File: src/common/swc_pkg.sv
// Package for the sleep and wake-up controller: register map, field positions, states.
// Assumes a 32-bit Avalon-MM slave with word-aligned registers.
package swc_pkg;
    // Register byte offsets
    localparam logic [7:0] OFF_INTCTL = 8'h00;
    localparam logic [7:0] OFF_CHGEN = 8'h04;
    localparam logic [7:0] OFF_PFLAGS = 8'h08;
    localparam logic [7:0] OFF_PEN = 8'h0C;
    localparam logic [7:0] OFF_STATUS = 8'h10;
    localparam logic [7:0] OFF_CTRL = 8'h14;
    // Reset values
    localparam logic [7:0] RST_INTCTL = 8'h00;
    localparam logic [7:0] RST_CHGEN = 8'h00;
    localparam logic [7:0] RST_PFLAGS = 8'h00;
    localparam logic [7:0] RST_PEN = 8'h00;
    localparam logic [7:0] RST_CTRL = 8'h00;
    // Control register fields
    localparam int GIE_BIT = 7;
    localparam int PEIE_BIT = 6;
    localparam int INTE_BIT = 4;
    localparam int CHGE_BIT = 3;
    localparam int EXT_IRQ_FLAG_BIT = 1;
    localparam int CHGF_BIT = 0;
    localparam int WDTEN_BIT = 0;
    // Peripheral flags: unimplemented bit, and bits that still flag with the clock stopped
    localparam logic [7:0] PFLAG_MASK = 8'hEF;
    localparam logic [7:0] PFLAG_SLEEPOK = 8'hE9;
    // Status register fields
    localparam int PD_BIT = 0;
    localparam int TO_BIT = 1;
    localparam int SLEEP_BIT = 2;
    // Fixed interrupt vector
    localparam logic [7:0] IRQ_VECTOR = 8'h04;
    // Latency in instruction cycles
    localparam int LAT_SYNC = 3;
    typedef enum logic [1:0] {SWC_RUN, SWC_SLEEP, SWC_WAKE} swc_state_t;
endpackage

File: src/swc_sleep_wakeup_control.sv
// Sleep entry and wake-up control, registers reached over Avalon-MM.
// Assumes sources are synchronous to clk except the interrupt pin and reset pin.
//
// The Avalon-MM register port and the register addresses were chosen for this implementation.
`timescale 1ns/1ps
module swc_sleep_wakeup_control #(
    parameter int LATENCY = swc_pkg::LAT_SYNC
) (
    input wire logic clk,
    input wire logic rst,
    input wire logic [7:0] avsAddress,
    input wire logic avsRead,
    input wire logic avsWrite,
    input wire logic [31:0] avsWriteData,
    input wire logic [3:0] avsByteEnable,
    output logic [31:0] avsReadData,
    output logic avsWaitRequest,
    output logic [1:0] avsResponse,
    input wire logic sleepInstr,
    input wire logic watchdogClearInstr,
    input wire logic watchdogTimeout,
    input wire logic externalResetPin,
    input wire logic extIrqPin,
    input wire logic phaseQ4Q1,
    input wire logic [5:0] pinChange,
    input wire logic [7:0] periphEvent,
    input wire logic [5:0] pinOut,
    input wire logic [5:0] pinOutEnableN,
    output logic [5:0] heldPinOut,
    output logic [5:0] heldPinOutEnableN,
    output logic oscDriverEnable,
    output logic watchdogClear,
    output logic coreReset,
    output logic externalResetDriveN,
    output logic prefetchNext,
    output logic wakeVector,
    output logic [7:0] vectorAddress,
    output logic sleeping
);
    typedef struct packed {
        swc_pkg::swc_state_t state;
        logic [7:0] intCtl;
        logic [7:0] chgEn;
        logic [7:0] pFlags;
        logic [7:0] pEn;
        logic wdtEn;
        logic powerdownFlagN;
        logic timeoutFlagN;
        logic [5:0] pinHold;
        logic [5:0] oeHold;
        logic wdClr;
        logic coreRst;
        logic vecPend;
        logic [2:0] latCnt;
        logic vec;
        logic pref;
        logic ack;
        logic [31:0] rdata;
        logic [1:0] resp;
        logic [1:0] irqSync;
        logic [1:0] mclrSync;
        logic irqPrev;
    } swc_regs_t;

    swc_regs_t cur;
    swc_regs_t next_cur;
    logic wakeRequest;
    logic intPending;
    logic busReq;
    logic irqEdge;
    logic mclrLow;

    always_comb begin
        intPending = (cur.intCtl[swc_pkg::INTE_BIT] & cur.intCtl[swc_pkg::EXT_IRQ_FLAG_BIT])
            | (cur.intCtl[swc_pkg::CHGE_BIT] & cur.intCtl[swc_pkg::CHGF_BIT])
            | (cur.intCtl[swc_pkg::PEIE_BIT] & |(cur.pFlags & cur.pEn));
        wakeRequest = intPending;
    end

    // Pin sync stages; only the second stage is read
    assign irqEdge = cur.irqSync[1] & ~cur.irqPrev;
    assign mclrLow = ~cur.mclrSync[1];
    // Ack blocks a second capture while the master still holds the request
    assign busReq = (avsRead | avsWrite) & ~cur.ack;

    // Next-state logic for the whole block
    always_comb begin
        next_cur = cur;
        // Two-flop synchronisers for the asynchronous pins
        next_cur.irqSync = {cur.irqSync[0], extIrqPin};
        next_cur.mclrSync = {cur.mclrSync[0], externalResetPin};
        next_cur.irqPrev = cur.irqSync[1];
        // Pulse outputs default low every cycle
        next_cur.wdClr = 1'b0;
        next_cur.coreRst = 1'b0;
        next_cur.vec = 1'b0;
        next_cur.pref = 1'b0;
        next_cur.ack = 1'b0;
        // Bus access; one wait cycle, answered next edge
        // Writes land at the capture edge, one edge before completion
        if (busReq) begin
            next_cur.ack = 1'b1;
            next_cur.resp = 2'h0;
            next_cur.rdata = 32'h0000_0000;
            if (avsAddress == swc_pkg::OFF_INTCTL) begin
                next_cur.rdata = {24'h00_0000, cur.intCtl};
                if (avsWrite && avsByteEnable[0]) begin
                    next_cur.intCtl = avsWriteData[7:0];
                end
            end else if (avsAddress == swc_pkg::OFF_CHGEN) begin
                next_cur.rdata = {24'h00_0000, cur.chgEn};
                if (avsWrite && avsByteEnable[0]) begin
                    next_cur.chgEn = avsWriteData[7:0] & 8'h3F;
                end
            end else if (avsAddress == swc_pkg::OFF_PFLAGS) begin
                next_cur.rdata = {24'h00_0000, cur.pFlags};
                if (avsWrite && avsByteEnable[0]) begin
                    next_cur.pFlags = avsWriteData[7:0] & swc_pkg::PFLAG_MASK;
                end
            end else if (avsAddress == swc_pkg::OFF_PEN) begin
                next_cur.rdata = {24'h00_0000, cur.pEn};
                if (avsWrite && avsByteEnable[0]) begin
                    next_cur.pEn = avsWriteData[7:0] & swc_pkg::PFLAG_MASK;
                end
            end else if (avsAddress == swc_pkg::OFF_STATUS) begin
                next_cur.rdata = {29'h0000_0000, cur.state == swc_pkg::SWC_SLEEP,
                    cur.timeoutFlagN, cur.powerdownFlagN};
            end else if (avsAddress == swc_pkg::OFF_CTRL) begin
                next_cur.rdata = {31'h0000_0000, cur.wdtEn};
                if (avsWrite && avsByteEnable[0]) begin
                    next_cur.wdtEn = avsWriteData[swc_pkg::WDTEN_BIT];
                end
            end else begin
                next_cur.resp = 2'h2; // Unmapped: slave error
            end
        end
        // interrupt pin flag sets in Q4-Q1; set beats a bus clear
        if (irqEdge && phaseQ4Q1) begin
            next_cur.intCtl[swc_pkg::EXT_IRQ_FLAG_BIT] = 1'b1;
        end
        if ((pinChange & cur.chgEn[5:0]) != 6'h00) begin
            next_cur.intCtl[swc_pkg::CHGF_BIT] = 1'b1;
        end
        // only listed sources flag in sleep
        if (cur.state == swc_pkg::SWC_SLEEP) begin
            next_cur.pFlags = next_cur.pFlags | (periphEvent & swc_pkg::PFLAG_SLEEPOK);
        end else begin
            next_cur.pFlags = next_cur.pFlags | (periphEvent & swc_pkg::PFLAG_MASK);
        end
        if (watchdogClearInstr) begin
            next_cur.wdClr = 1'b1;
        end
        case (cur.state)
            swc_pkg::SWC_RUN: begin
                if (sleepInstr) begin
                    next_cur.pref = 1'b1;
                    if (!intPending) begin
                        next_cur.wdClr = 1'b1;
                        next_cur.powerdownFlagN = 1'b0;
                        next_cur.timeoutFlagN = 1'b1;
                        next_cur.pinHold = pinOut;
                        next_cur.oeHold = pinOutEnableN;
                        next_cur.state = swc_pkg::SWC_SLEEP;
                    end
                end
            end
            swc_pkg::SWC_SLEEP: begin
                // wake sources; wakes at once if already pending
                if (mclrLow) begin
                    next_cur.coreRst = 1'b1;
                    next_cur.wdClr = 1'b1;
                    next_cur.state = swc_pkg::SWC_RUN;
                end else if (cur.wdtEn && watchdogTimeout) begin
                    next_cur.timeoutFlagN = 1'b0;
                    next_cur.wdClr = 1'b1;
                    next_cur.vecPend = 1'b0;
                    next_cur.latCnt = 3'(LATENCY - 1);
                    next_cur.state = swc_pkg::SWC_WAKE;
                end else if (wakeRequest) begin
                    // individual enable only; vector if global enable
                    next_cur.wdClr = 1'b1;
                    next_cur.vecPend = cur.intCtl[swc_pkg::GIE_BIT];
                    next_cur.latCnt = 3'(LATENCY - 1);
                    next_cur.state = swc_pkg::SWC_WAKE;
                end
            end
            swc_pkg::SWC_WAKE: begin
                // Vector choice was frozen at wake; later enable writes cannot alter it
                // fixed wake latency
                if (cur.latCnt == 3'h0) begin
                    next_cur.vec = cur.vecPend;
                    next_cur.state = swc_pkg::SWC_RUN;
                end else begin
                    next_cur.latCnt = cur.latCnt - 3'h1;
                end
            end
            default: begin
                next_cur.state = swc_pkg::SWC_RUN;
            end
        endcase
    end

    // State register; power-down flag set by power-on reset
    always_ff @(posedge clk or posedge rst) begin
        if (rst) begin
            cur <= '0;
            cur.state <= swc_pkg::SWC_RUN;
            cur.intCtl <= swc_pkg::RST_INTCTL;
            cur.chgEn <= swc_pkg::RST_CHGEN;
            cur.pFlags <= swc_pkg::RST_PFLAGS;
            cur.pEn <= swc_pkg::RST_PEN;
            cur.powerdownFlagN <= 1'b1;
            cur.timeoutFlagN <= 1'b1;
            // Preset to idle high so release never looks like a pin reset
            cur.mclrSync <= 2'h3;
        end else begin
            cur <= next_cur;
        end
    end

    // Outputs
    assign sleeping = cur.state == swc_pkg::SWC_SLEEP;
    assign oscDriverEnable = !sleeping;
    assign heldPinOut = sleeping ? cur.pinHold : pinOut;
    assign heldPinOutEnableN = sleeping ? cur.oeHold : pinOutEnableN;
    assign watchdogClear = cur.wdClr;
    assign coreReset = cur.coreRst;
    assign externalResetDriveN = 1'b1;
    assign prefetchNext = cur.pref;
    assign wakeVector = cur.vec;
    assign vectorAddress = swc_pkg::IRQ_VECTOR;
    assign avsReadData = cur.rdata;
    assign avsResponse = cur.resp;
    assign avsWaitRequest = (avsRead | avsWrite) & ~cur.ack;

    // Cycles from the wake decision to running again; follows the parameter
    localparam int LAT_CHK = LATENCY;

    // Checks, sampled on clk and idle while reset is held
    // entry needs instruction
    a_sleep_needs_instr: assert property (@(posedge clk) disable iff (rst)
        $rose(sleeping) |-> $past(sleepInstr)) else $error("sleep without instruction");
    a_sleep_flags: assert property (@(posedge clk) disable iff (rst)
        $rose(sleeping) |-> !cur.powerdownFlagN && cur.timeoutFlagN && watchdogClear)
        else $error("sleep flags wrong");
    a_osc_off: assert property (@(posedge clk) disable iff (rst)
        sleeping |-> !oscDriverEnable) else $error("oscillator running in sleep");
    a_pins_held: assert property (@(posedge clk) disable iff (rst)
        sleeping && $past(sleeping) |-> $stable(heldPinOut) && $stable(heldPinOutEnableN))
        else $error("pins changed in sleep");
    a_no_pin_drive: assert property (@(posedge clk) disable iff (rst)
        watchdogTimeout |-> externalResetDriveN) else $error("reset pin driven");
    // no-op sleep; a software clear strobe is a legal clear
    a_pending_nop: assert property (@(posedge clk) disable iff (rst)
        sleepInstr && intPending && cur.state == swc_pkg::SWC_RUN && !watchdogClearInstr
        |=> !sleeping && $stable(cur.powerdownFlagN) && $stable(cur.timeoutFlagN)
        && !watchdogClear) else $error("sleep not a no-op");
    a_wake_latency: assert property (@(posedge clk) disable iff (rst)
        sleeping && wakeRequest && !mclrLow && !(cur.wdtEn && watchdogTimeout)
        |=> ##LAT_CHK cur.state == swc_pkg::SWC_RUN) else $error("wake latency wrong");
    a_wake_clears_wdt: assert property (@(posedge clk) disable iff (rst)
        sleeping && !next_cur.state[0] |=> watchdogClear) else $error("wake kept count");
    a_external_reset_pin_reset: assert property (@(posedge clk) disable iff (rst)
        sleeping && mclrLow |=> coreReset && !sleeping) else $error("no reset on pin wake");
    a_prefetch_pulse: assert property (@(posedge clk) disable iff (rst)
        sleepInstr && cur.state == swc_pkg::SWC_RUN |=> prefetchNext)
        else $error("no prefetch after sleep instruction");
    a_wdt_wake_flag: assert property (@(posedge clk) disable iff (rst)
        sleeping && !mclrLow && cur.wdtEn && watchdogTimeout
        |=> !cur.timeoutFlagN && !coreReset) else $error("watchdog wake wrong");
    a_vector_with_gie: assert property (@(posedge clk) disable iff (rst)
        sleeping && wakeRequest && !mclrLow && !(cur.wdtEn && watchdogTimeout)
        && cur.intCtl[swc_pkg::GIE_BIT]
        |=> ##LAT_CHK wakeVector) else $error("no vector after wake");
    a_resume_in_line: assert property (@(posedge clk) disable iff (rst)
        sleeping && wakeRequest && !mclrLow && !(cur.wdtEn && watchdogTimeout)
        && !cur.intCtl[swc_pkg::GIE_BIT]
        |=> ##LAT_CHK !wakeVector && !coreReset) else $error("vector without global enable");
    a_clocked_quiet: assert property (@(posedge clk) disable iff (rst)
        sleeping && !(busReq && avsWrite)
        |=> (cur.pFlags & ~$past(cur.pFlags) & ~swc_pkg::PFLAG_SLEEPOK) == 8'h00)
        else $error("clocked peripheral flagged in sleep");
    a_wake_enabled: assert property (@(posedge clk) disable iff (rst)
        sleeping && !mclrLow && !(cur.wdtEn && watchdogTimeout) && !wakeRequest
        |=> sleeping) else $error("wake without enabled source");
    a_irq_phase: assert property (@(posedge clk) disable iff (rst)
        !phaseQ4Q1 && !(busReq && avsWrite && avsAddress == swc_pkg::OFF_INTCTL)
        |=> $stable(cur.intCtl[swc_pkg::EXT_IRQ_FLAG_BIT])) else $error("interrupt flag off phase");

    // Main scenarios
    c_int_wake: cover property (@(posedge clk) disable iff (rst)
        $fell(sleeping) ##LAT_CHK wakeVector);
    c_wdt_wake: cover property (@(posedge clk) disable iff (rst)
        sleeping && cur.wdtEn && watchdogTimeout);
    c_nop_sleep: cover property (@(posedge clk) disable iff (rst) sleepInstr && intPending);
    c_pin_wake: cover property (@(posedge clk) disable iff (rst) sleeping && mclrLow);
    c_off_phase: cover property (@(posedge clk) disable iff (rst) irqEdge && !phaseQ4Q1);
endmodule

File: config.mk
export PLATFORM = sky130hd
export DESIGN_NAME = swc_sleep_wakeup_control
export DESIGN_NICKNAME = d
export VERILOG_FILES = /design/src/common/swc_pkg.sv /design/src/swc_sleep_wakeup_control.sv
export SDC_FILE = /design/constraint.sdc
export NUM_CORES = 1
export LEC_CHECK = 0
export BUFFER_PORTS_ARGS = -buffer_cell sky130_fd_sc_hd__buf_4
export CELL_PAD_IN_SITES_DETAIL_PLACEMENT = 1
export CELL_PAD_IN_SITES_GLOBAL_PLACEMENT = 1
export CORE_AREA = 8 8 104 106
export CTS_BUF_LIST = sky130_fd_sc_hd__clkbuf_16
export DETAILED_ROUTE_END_ITERATION = 7
export DIE_AREA = 0 0 112 114
export PLACE_DENSITY = 0.82
export SYNTH_ARGS = -nofsm -noshare
export SYNTH_HDL_FRONTEND = slang
export SYNTH_SLANG_ARGS = --single-unit
File: constraint.sdc
create_clock -name clk -period 3 [get_ports clk]
set_clock_uncertainty 0.15 [all_clocks]
set_input_delay 0.15 -clock clk [delete_from_list [all_inputs] [get_ports clk]]
set_output_delay 0.15 -clock clk [all_outputs]
set_load 0.05 [all_outputs]
After elaboration in Yosys (flattened, before gate mapping). Index checks and enable logic that the tools add are counted.

Bits in registers: 94. Output and inout port bits: 62. Word-level logic and storage cells: 151.

$add $sub $neg: 1. Equality and inequality tests: 15. Multiplexer cells: 62. Bitwise gates (word level): 20. Reduce and logical (&&, ||, !) cells: 29.

Operator list (count): $mux W32 (2); $mux W8 (8); $mux W35 (1); $mux W2 (15); $mux W14 (2); $mux W27 (1); $mux W25 (1); $mux W1 (18); $mux W6 (3); $reduce_bool A2 Y1 (9); $mux W17 (1); $eq A8 B4 Y1 const B (2); $eq A8 B5 Y1 const B (2); $or A8 B8 Y8 (2); $reduce_and A3 Y1 (5); $mux W4 (3); $reduce_and A4 Y1 (3); $mux W9 (1); $and A8 B8 Y8 (1); $eq A8 B3 Y1 const B (1); $logic_not A8 Y1 (1); $ne A2 B2 Y1 const B (4); $not A1 Y1 (8); $reduce_and A8 Y1 (1); other kinds (21) (32).

Logic depth before layout (Yosys ltp). Gate-level depths: netlist of run 1.

Depth in word-level cells: 11. Mapped depth: 6. Depth with buffers taken out: 6.

Worst setup path before layout of run 1. No wires, ideal clock.

Path type: register -> output. Start: register cur[96] (netlist name). End: output heldPinOutEnableN[0]. Arrival time: 1.920 ns. Setup slack: 0.780 ns. Cell stages (with the launch flop): 7. Path through: dfrtp_1 nand2b_1 clkbuf_1 inv_2 clkbuf_1 nand2_1 nand2_1.

Longest elaborated chain between the ends: 2.

RTL lines: start: declaration (RTL line swc_sleep_wakeup_control.sv:65) `swc_regs_t cur;`; start signal: assignment (RTL line swc_sleep_wakeup_control.sv:217) `cur <= next_cur;`; $eq A2 B1 Y1 (RTL line swc_sleep_wakeup_control.sv:222) `assign sleeping = cur.state == swc_pkg::SWC_SLEEP;`; via sleeping (RTL line swc_sleep_wakeup_control.sv:38) `output logic sleeping`; $mux W6 (RTL line swc_sleep_wakeup_control.sv:225) `assign heldPinOutEnableN = sleeping ? cur.oeHold : pinOutEnableN;`; end: declaration (RTL line swc_sleep_wakeup_control.sv:30) `output logic [5:0] heldPinOutEnableN,`.

The timed path passes the listed nets, and every way through them passes these cells.

Worst setup path after layout of run 1.
Start: input avsAddress[3]. End: register cur[87] (netlist name).

Longest elaborated chain between the ends: 3.

RTL lines: start: declaration (RTL line swc_sleep_wakeup_control.sv:11) `input wire logic [7:0] avsAddress,`; $logic_not A8 Y1 (RTL line swc_sleep_wakeup_control.sv:105) `if (avsAddress == swc_pkg::OFF_INTCTL) begin`; $reduce_bool A2 Y1 (no line); $reduce_and A3 Y1 (no line).

No other way between the ends. A chain may end at the register's enable or synchronous reset.

==> flow_summary.toml, run 1 <==
[final_layout]
stdcell_count = 569
drive_gt1_frac = 0.3063
syn_to_final_growth_pct = 32.67
finish.utilization = 0.5126
final_net_count = 535
fillerInstances = 1034

[synth]
synth_area_leaders = "dfrtp_1 46%, mux2_2 9.9%, buf_4 9.2%"
ys_top_cells_by_count = "64 x dfrtp_1, 58 x nand2_1, 43 x buf_4"
ys_ff_latch = 68
synth_top_area_share = 0.4550
avgSynthCellArea_um2 = 10.32
synthCells = 341
yosys_warnings = 0
synth_ff_type = "dfrtp_1"
synth-async-reset-ratio = 1.000
syn_area_mm2 = 0.003520
synth_cell_types = 53
yosysMostFrequentCell = "dfrtp_1"
yosysTopAreaCell = "dfrtp_1"
synth-edff-count = 0
ys_seq_area_frac = 0.4849

[clock_tree]
cts_tree = "built"
cts-root-buf = "clkbuf_16"
cts.sinks = 68
path_clk_slew_ns = 0.06
post-cts-setup-buffer-count = 0
cts_buffers = 9
htreeDepth = 3
clock_path_buffers = 2
insertion_delay_ns = 0.33

[route]
num_vias = 2883
routed_via_density = 5.067
drt_wl_total_mm = 10.52
firstDrtPassIters = 4
wl_per_cell_um = 18.49
drc = 0
drt_iter0_drc = 146
ant_nets = 0

[placement]
io_buffers = 79
place_congestion = 0.8316
dp_cells = 513
hpwl_mm = 7.148

[power]
ir_worst_vdd_uv = 437.8
p_leak_nw = 2.237
power.density_mw_per_mm2 = 760.3

[timing]
tightest_slew_ns = 0.8809
hold_violations = 0
fmax_mhz = 356.8
min_period_over_period = 0.9342
layout_min_cycle_time_ns = 2.802
setup_tns_ns = 0
max-slew-margin-rel = 0.4073
final-setup-viol-count = 0
slew_viol_final = 0
rsz0062_at_grt = "false"
whs_ns = 0.009809

[flow_run]
max_cap_viol_count = 0

[floorplanning]
rows = 35
fp.dieW_um = 112
coreArea_mm2 = 0.009109
fp.dieH_um = 114
initial_utilization = 0.3864
die_area_mm2 = 0.01277
io_pins = 142

[global_routing]
grt_max_degree = 29
grt_pass1_wl_mm = 17.02
grt_pass1_vias = 3282
grt-ovfl-total = 0
antenna_found_initial = 1
gr-usage-all-layers = 0.1669

[setup_path]
crit_type = "input port to flip-flop"
critPathArrivalTime_ns = 2.86
r2r_cells = 4
cp_max_fo = 11
required_ns = 3.06
reg2reg_to = "cur[57]"
crit_path_start_kind = "input port"
rr_startpoint = "cur[72]"
ff2ff_setup_slack_ns = 0.52
critPathCaptureType = "flip-flop"

[hold_path]
hp-class = "input port to flip-flop"
hold_start = "avsAddress[1]"
hold_end = "avsReadData[5]"
hold_depth = 4

[status]
outcome = "complete, no violations"
through the flow:
step | worst slack (ns) | cell area [um^2] | power, W
4_1_cts | 0.2125 | 4666 | 0.003555
3_5_place_dp | 0.5513 | 4015 | 0.002598
6_report | 0.1975 | 4669 | 0.003550
3_3_place_gp | 0.6001 | 4015 | 0.002542
2_1_floorplan | 0.7798 | 3640 | 0.002220
5_1_grt | 0.1248 | 4669 | 0.003724
layout by cell type, fill, tap and decap left out, types with 2 or more instances in the layout:
cell           Yosys  routed
o211ai_1           2       2
and3_1             3       2
nand2_1           58      58
mux2_2            31      31
and2_1             4       4
a22o_1             2       2
nor2_1            14      14
a21oi_1           14      14
dfstp_2            4       4
inv_1              7       8
and3_2             1       2
nand4_1            3       3
nand2b_1           2       2
nor4_1             2       2
o221ai_1           2       2
inv_2              1       2
nor2b_1            4       4
clkinv_1           1       3
dfrtp_1           64      64
conb_1             2      34
nand3_1           10      10
a22oi_1            8       8
dlygate4sd3_1      0      40
ha_1               2       2
nor3_1             6       6
a32oi_1            2       2
mux2i_1            9       9
o21ai_0            5       5
a31oi_1            3       3
buf_4             43      84
mux4_2             2       2
clkbuf_16          0       9
clkinv_2           0       2
state kept, by name, summed over array words and instances (netlist names):
signal and count:
avsResponse 1, watchdogClear 1, avsReadData 8, coreReset 1, wakeVector 1, cur 55
prefetchNext 1
cell families (layout without fill, tap and decap cells):
group	count (synthesis)	count (layout)	share of synthesized area
muxes	42	42	0.1376
other	2	35	0.002134
AOI/OAI and AO/OA	49	49	0.09492
DFF	68	68	0.4849
buffers and inverters	64	148	0.1216
adders and majority gates	2	2	0.007109
and+or+nand+nor	114	114	0.1518
layer usage:
layer	track usage	routed length, um	vias to the layer above
met1	0.1834	4115	1425
met5	0	0	-
li1	-	-	1336
met4	0.07734	204	0
met2	0.3013	5614	106
met3	0.03803	584	16
layout make-up:
| class | count | area [um^2] | share of cell area |
|---|---|---|---|
| diodes | 1 | 2.502 | 0.0005359 |
| clock inverters | 6 | 25.02 | 0.005359 |
| inverters | 9 | 33.78 | 0.007235 |
| well taps | 111 | 138.9 | 0.02974 |
| multi-input cells | 241 | 1506 | 0.3226 |
| clock buffers | 9 | 225.2 | 0.04823 |
| flip-flops and latches | 68 | 1707 | 0.3655 |
| repair buffers | 124 | 1031 | 0.2208 |
timing repair:
action	in CTS	in global routing
resized for setup	0	1
endpoints found under the hold margin	62	0
hold buffers	40	0
setup endpoints to repair	0	1
worst max-delay path, stage by stage:
cell and delay [ns]:
dlygate4sd3_1 0.54, buf_4 0.19, nor4_1 0.57, and3_2 0.48, mux2i_1 0.24, nand4_1 0.11
dlygate4sd3_1 0.57
power breakdown:
group          switching, W  leakage (nW)  internal (W)  total [W]
logic              0.000974          1.27      0.000485    0.00146
registers         0.0000966         0.831       0.00108    0.00118
clock network      0.000372         0.133      0.000539   0.000911
total               0.00144          2.24       0.00211    0.00355
how the worst max path moves through the flow:
stage                              from                    to  cells after the start
final                     avsAddress[3]               cur[87]                      7
after global routing      avsAddress[3]               cur[88]                      7
after CTS                 avsAddress[3]               cur[87]                      7
after detailed placement        cur[64]               cur[53]                      4
after global placement          cur[72]               cur[49]                      4
after floorplan                 cur[96]  heldPinOutEnableN[0]                      6
Note: power is estimated with default switching activity, not from simulation.
==> run 2, diff against run 1 <==
--- a/config.mk
+++ b/config.mk
@@ -8,11 +8,11 @@
 export BUFFER_PORTS_ARGS = -buffer_cell sky130_fd_sc_hd__buf_4
 export CELL_PAD_IN_SITES_DETAIL_PLACEMENT = 1
 export CELL_PAD_IN_SITES_GLOBAL_PLACEMENT = 1
-export CORE_AREA = 8 8 104 106
+export CORE_AREA = 8 8 90 124
 export CTS_BUF_LIST = sky130_fd_sc_hd__clkbuf_16
 export DETAILED_ROUTE_END_ITERATION = 7
-export DIE_AREA = 0 0 112 114
-export PLACE_DENSITY = 0.82
+export DIE_AREA = 0 0 98 132
+export PLACE_DENSITY = 0.81
 export SYNTH_ARGS = -nofsm -noshare
 export SYNTH_HDL_FRONTEND = slang
 export SYNTH_SLANG_ARGS = --single-unit
==> flow_summary.toml, run 2 (synthesis gave the netlist of run 1 again) <==
[status]
outcome = "complete, no violations"

[setup_path]
required_ns = 3.06
slowest_stage = "dlygate4sd3_1"
critPathArrivalTime_ns = 2.78
critPathBufInv = 4
critPathCaptureType = "flip-flop"
crit_path_start_kind = "input port"
max_stage_delay_ns = 0.54
cp_cell_sequence = "dlygate4sd3_1 -> buf_4 -> nor2_1 -> nand4_1 -> buf_4 -> mux2i_1 -> nand2_1 -> dlygate4sd3_1"
cp_max_fo = 7
critPathTopFamily = "buffers and inverters"
crit_type = "input port to flip-flop"

[timing]
whs_ns = 0.03101
max-slew-margin-rel = 0.5861
fmax_mhz = 367.7
tightest_slew_ns = 0.6209
min_period_over_period = 0.9065
final-setup-viol-count = 0
setup_tns_ns = 0
slew_viol_final = 0
rsz0062_at_grt = "false"
layout_min_cycle_time_ns = 2.720
hold_violations = 0

[clock_tree]
cts_buffers = 9
cts_resized = 0
cts_tree = "built"
insertion_delay_ns = 0.33
cts-root-buf = "clkbuf_16"
path_clk_slew_ns = 0.05
post-cts-setup-buffer-count = 0
htreeDepth = 3
clock_path_buffers = 2
cts.sinks = 68
holdBufCountCts = 44

[final_layout]
drive_gt1_frac = 0.3039
syn_to_final_growth_pct = 34.62
finish.utilization = 0.5094
final_net_count = 541
final_cell_mix = "85 x buf_4, 64 x dfrtp_1, 58 x nand2_1"
fillerInstances = 1035
largest_reg_flops = 55
regMostFlops = "cur"
final_common_cell = "buf_4"

[floorplanning]
fp.dieW_um = 98
initial_utilization = 0.3784
coreArea_mm2 = 0.009301
io_pins = 142
rows = 42
fp.dieH_um = 132
die_area_mm2 = 0.01294

[route]
ant_nets = 0
drt_iter0_drc = 59
routed_via_density = 5.056
num_vias = 2907
drc = 0
wl_per_cell_um = 17.80
firstDrtPassIters = 6
drt_wl_total_mm = 10.24

[power]
power.density_mw_per_mm2 = 751.4
p_leak_nw = 2.286
p_seq_frac = 0.332
p_int_w = 0.002121
sw_frac_of_total = 0.4041
ir_worst_vdd_uv = 594.6
switchingPower_w = 0.001439
p_total_w = 0.003560
pwr-share-comb = 0.413
p_clk_frac = 0.256

[placement]
io_buffers = 79
hpwl_mm = 7.463
place_congestion = 0.8233

[global_routing]
grt-ovfl-total = 0
grt_max_degree = 42
grt_pass1_wl_mm = 16.83
grt_pass1_vias = 3325
antenna_found_initial = 1
gr-usage-all-layers = 0.1636

[hold_path]
hp-class = "input port to flip-flop"

[flow_run]
max_cap_viol_count = 0
-- run 2: cell types whose count changed in the layout (fill, tap and decap cells not counted), sizes merged --
cell         delta
dlygate4sd3     +4
inv             +2
clkinv          -1
buf             +2
-- run 2: area by class of cell --
| class | count | area, um^2 | area share |
|---|---|---|---|
| tap | 110 | 137.6 | 0.02905 |
| inverter | 9 | 33.78 | 0.007130 |
| sequential | 68 | 1707 | 0.3602 |
| clock buffer | 9 | 225.2 | 0.04753 |
| antenna | 1 | 2.502 | 0.0005281 |
| clock inverter | 7 | 28.78 | 0.006073 |
| multi-input combinational | 241 | 1505 | 0.3177 |
| timing repair buffer | 130 | 1099 | 0.2318 |
-- run 2: path summary, 6_finish.rpt --
path	start	to	slack (ns)	cells past startpoint
min in group asynchronous	rst	cur[4]	0.10	3
max in group asynchronous	rst	cur[61]	1.87	4
min	avsAddress[0]	avsReadData[0]	0.03	4
max reg2reg	cur[39]	cur[87]	0.61	5
min reg2reg	cur[3]	cur[4]	0.20	0
max	avsAddress[1]	cur[73]	0.28	8
-- run 2: stage by stage --
| step | std cells | instance area, um^2 | setup slack (ns) |
|---|---|---|---|
| CTS | 574 | 4736 | 0.2720 |
| global route | 575 | 4738 | 0.1953 |
| finish | 575 | 4738 | 0.2805 |
| global placement | 514 | 4041 | 0.7205 |
| floorplan | 373 | 3640 | 0.7798 |
| detailed placement | 514 | 4041 | 0.6699 |
-- run 2: layer usage --
layer / part of all wire / GRT usage
met3: 0.070 / 0.05920
met2: 0.54 / 0.2937
met1: 0.37 / 0.1622
met4: 0.022 / 0.07833
met5: 0 / 0
-- run 2: worst reg2reg max path, delay by kind of cell, from the launching register on --
kind          cells  cell delay [ns]
mux               1             0.27
simple gates      3             0.93
buf+inv           1             0.56
flops             1             0.36
-- run 2: power groups by stage --
stage | sequential, W | combinational [W] | clock, W
floorplan | 0.00120 | 0.00102 | 0
global placement | 0.00118 | 0.00139 | 0
detailed placement | 0.00119 | 0.00142 | 0
CTS | 0.00118 | 0.00148 | 0.000930
global route | 0.00120 | 0.00158 | 0.000957
finish | 0.00118 | 0.00147 | 0.000910
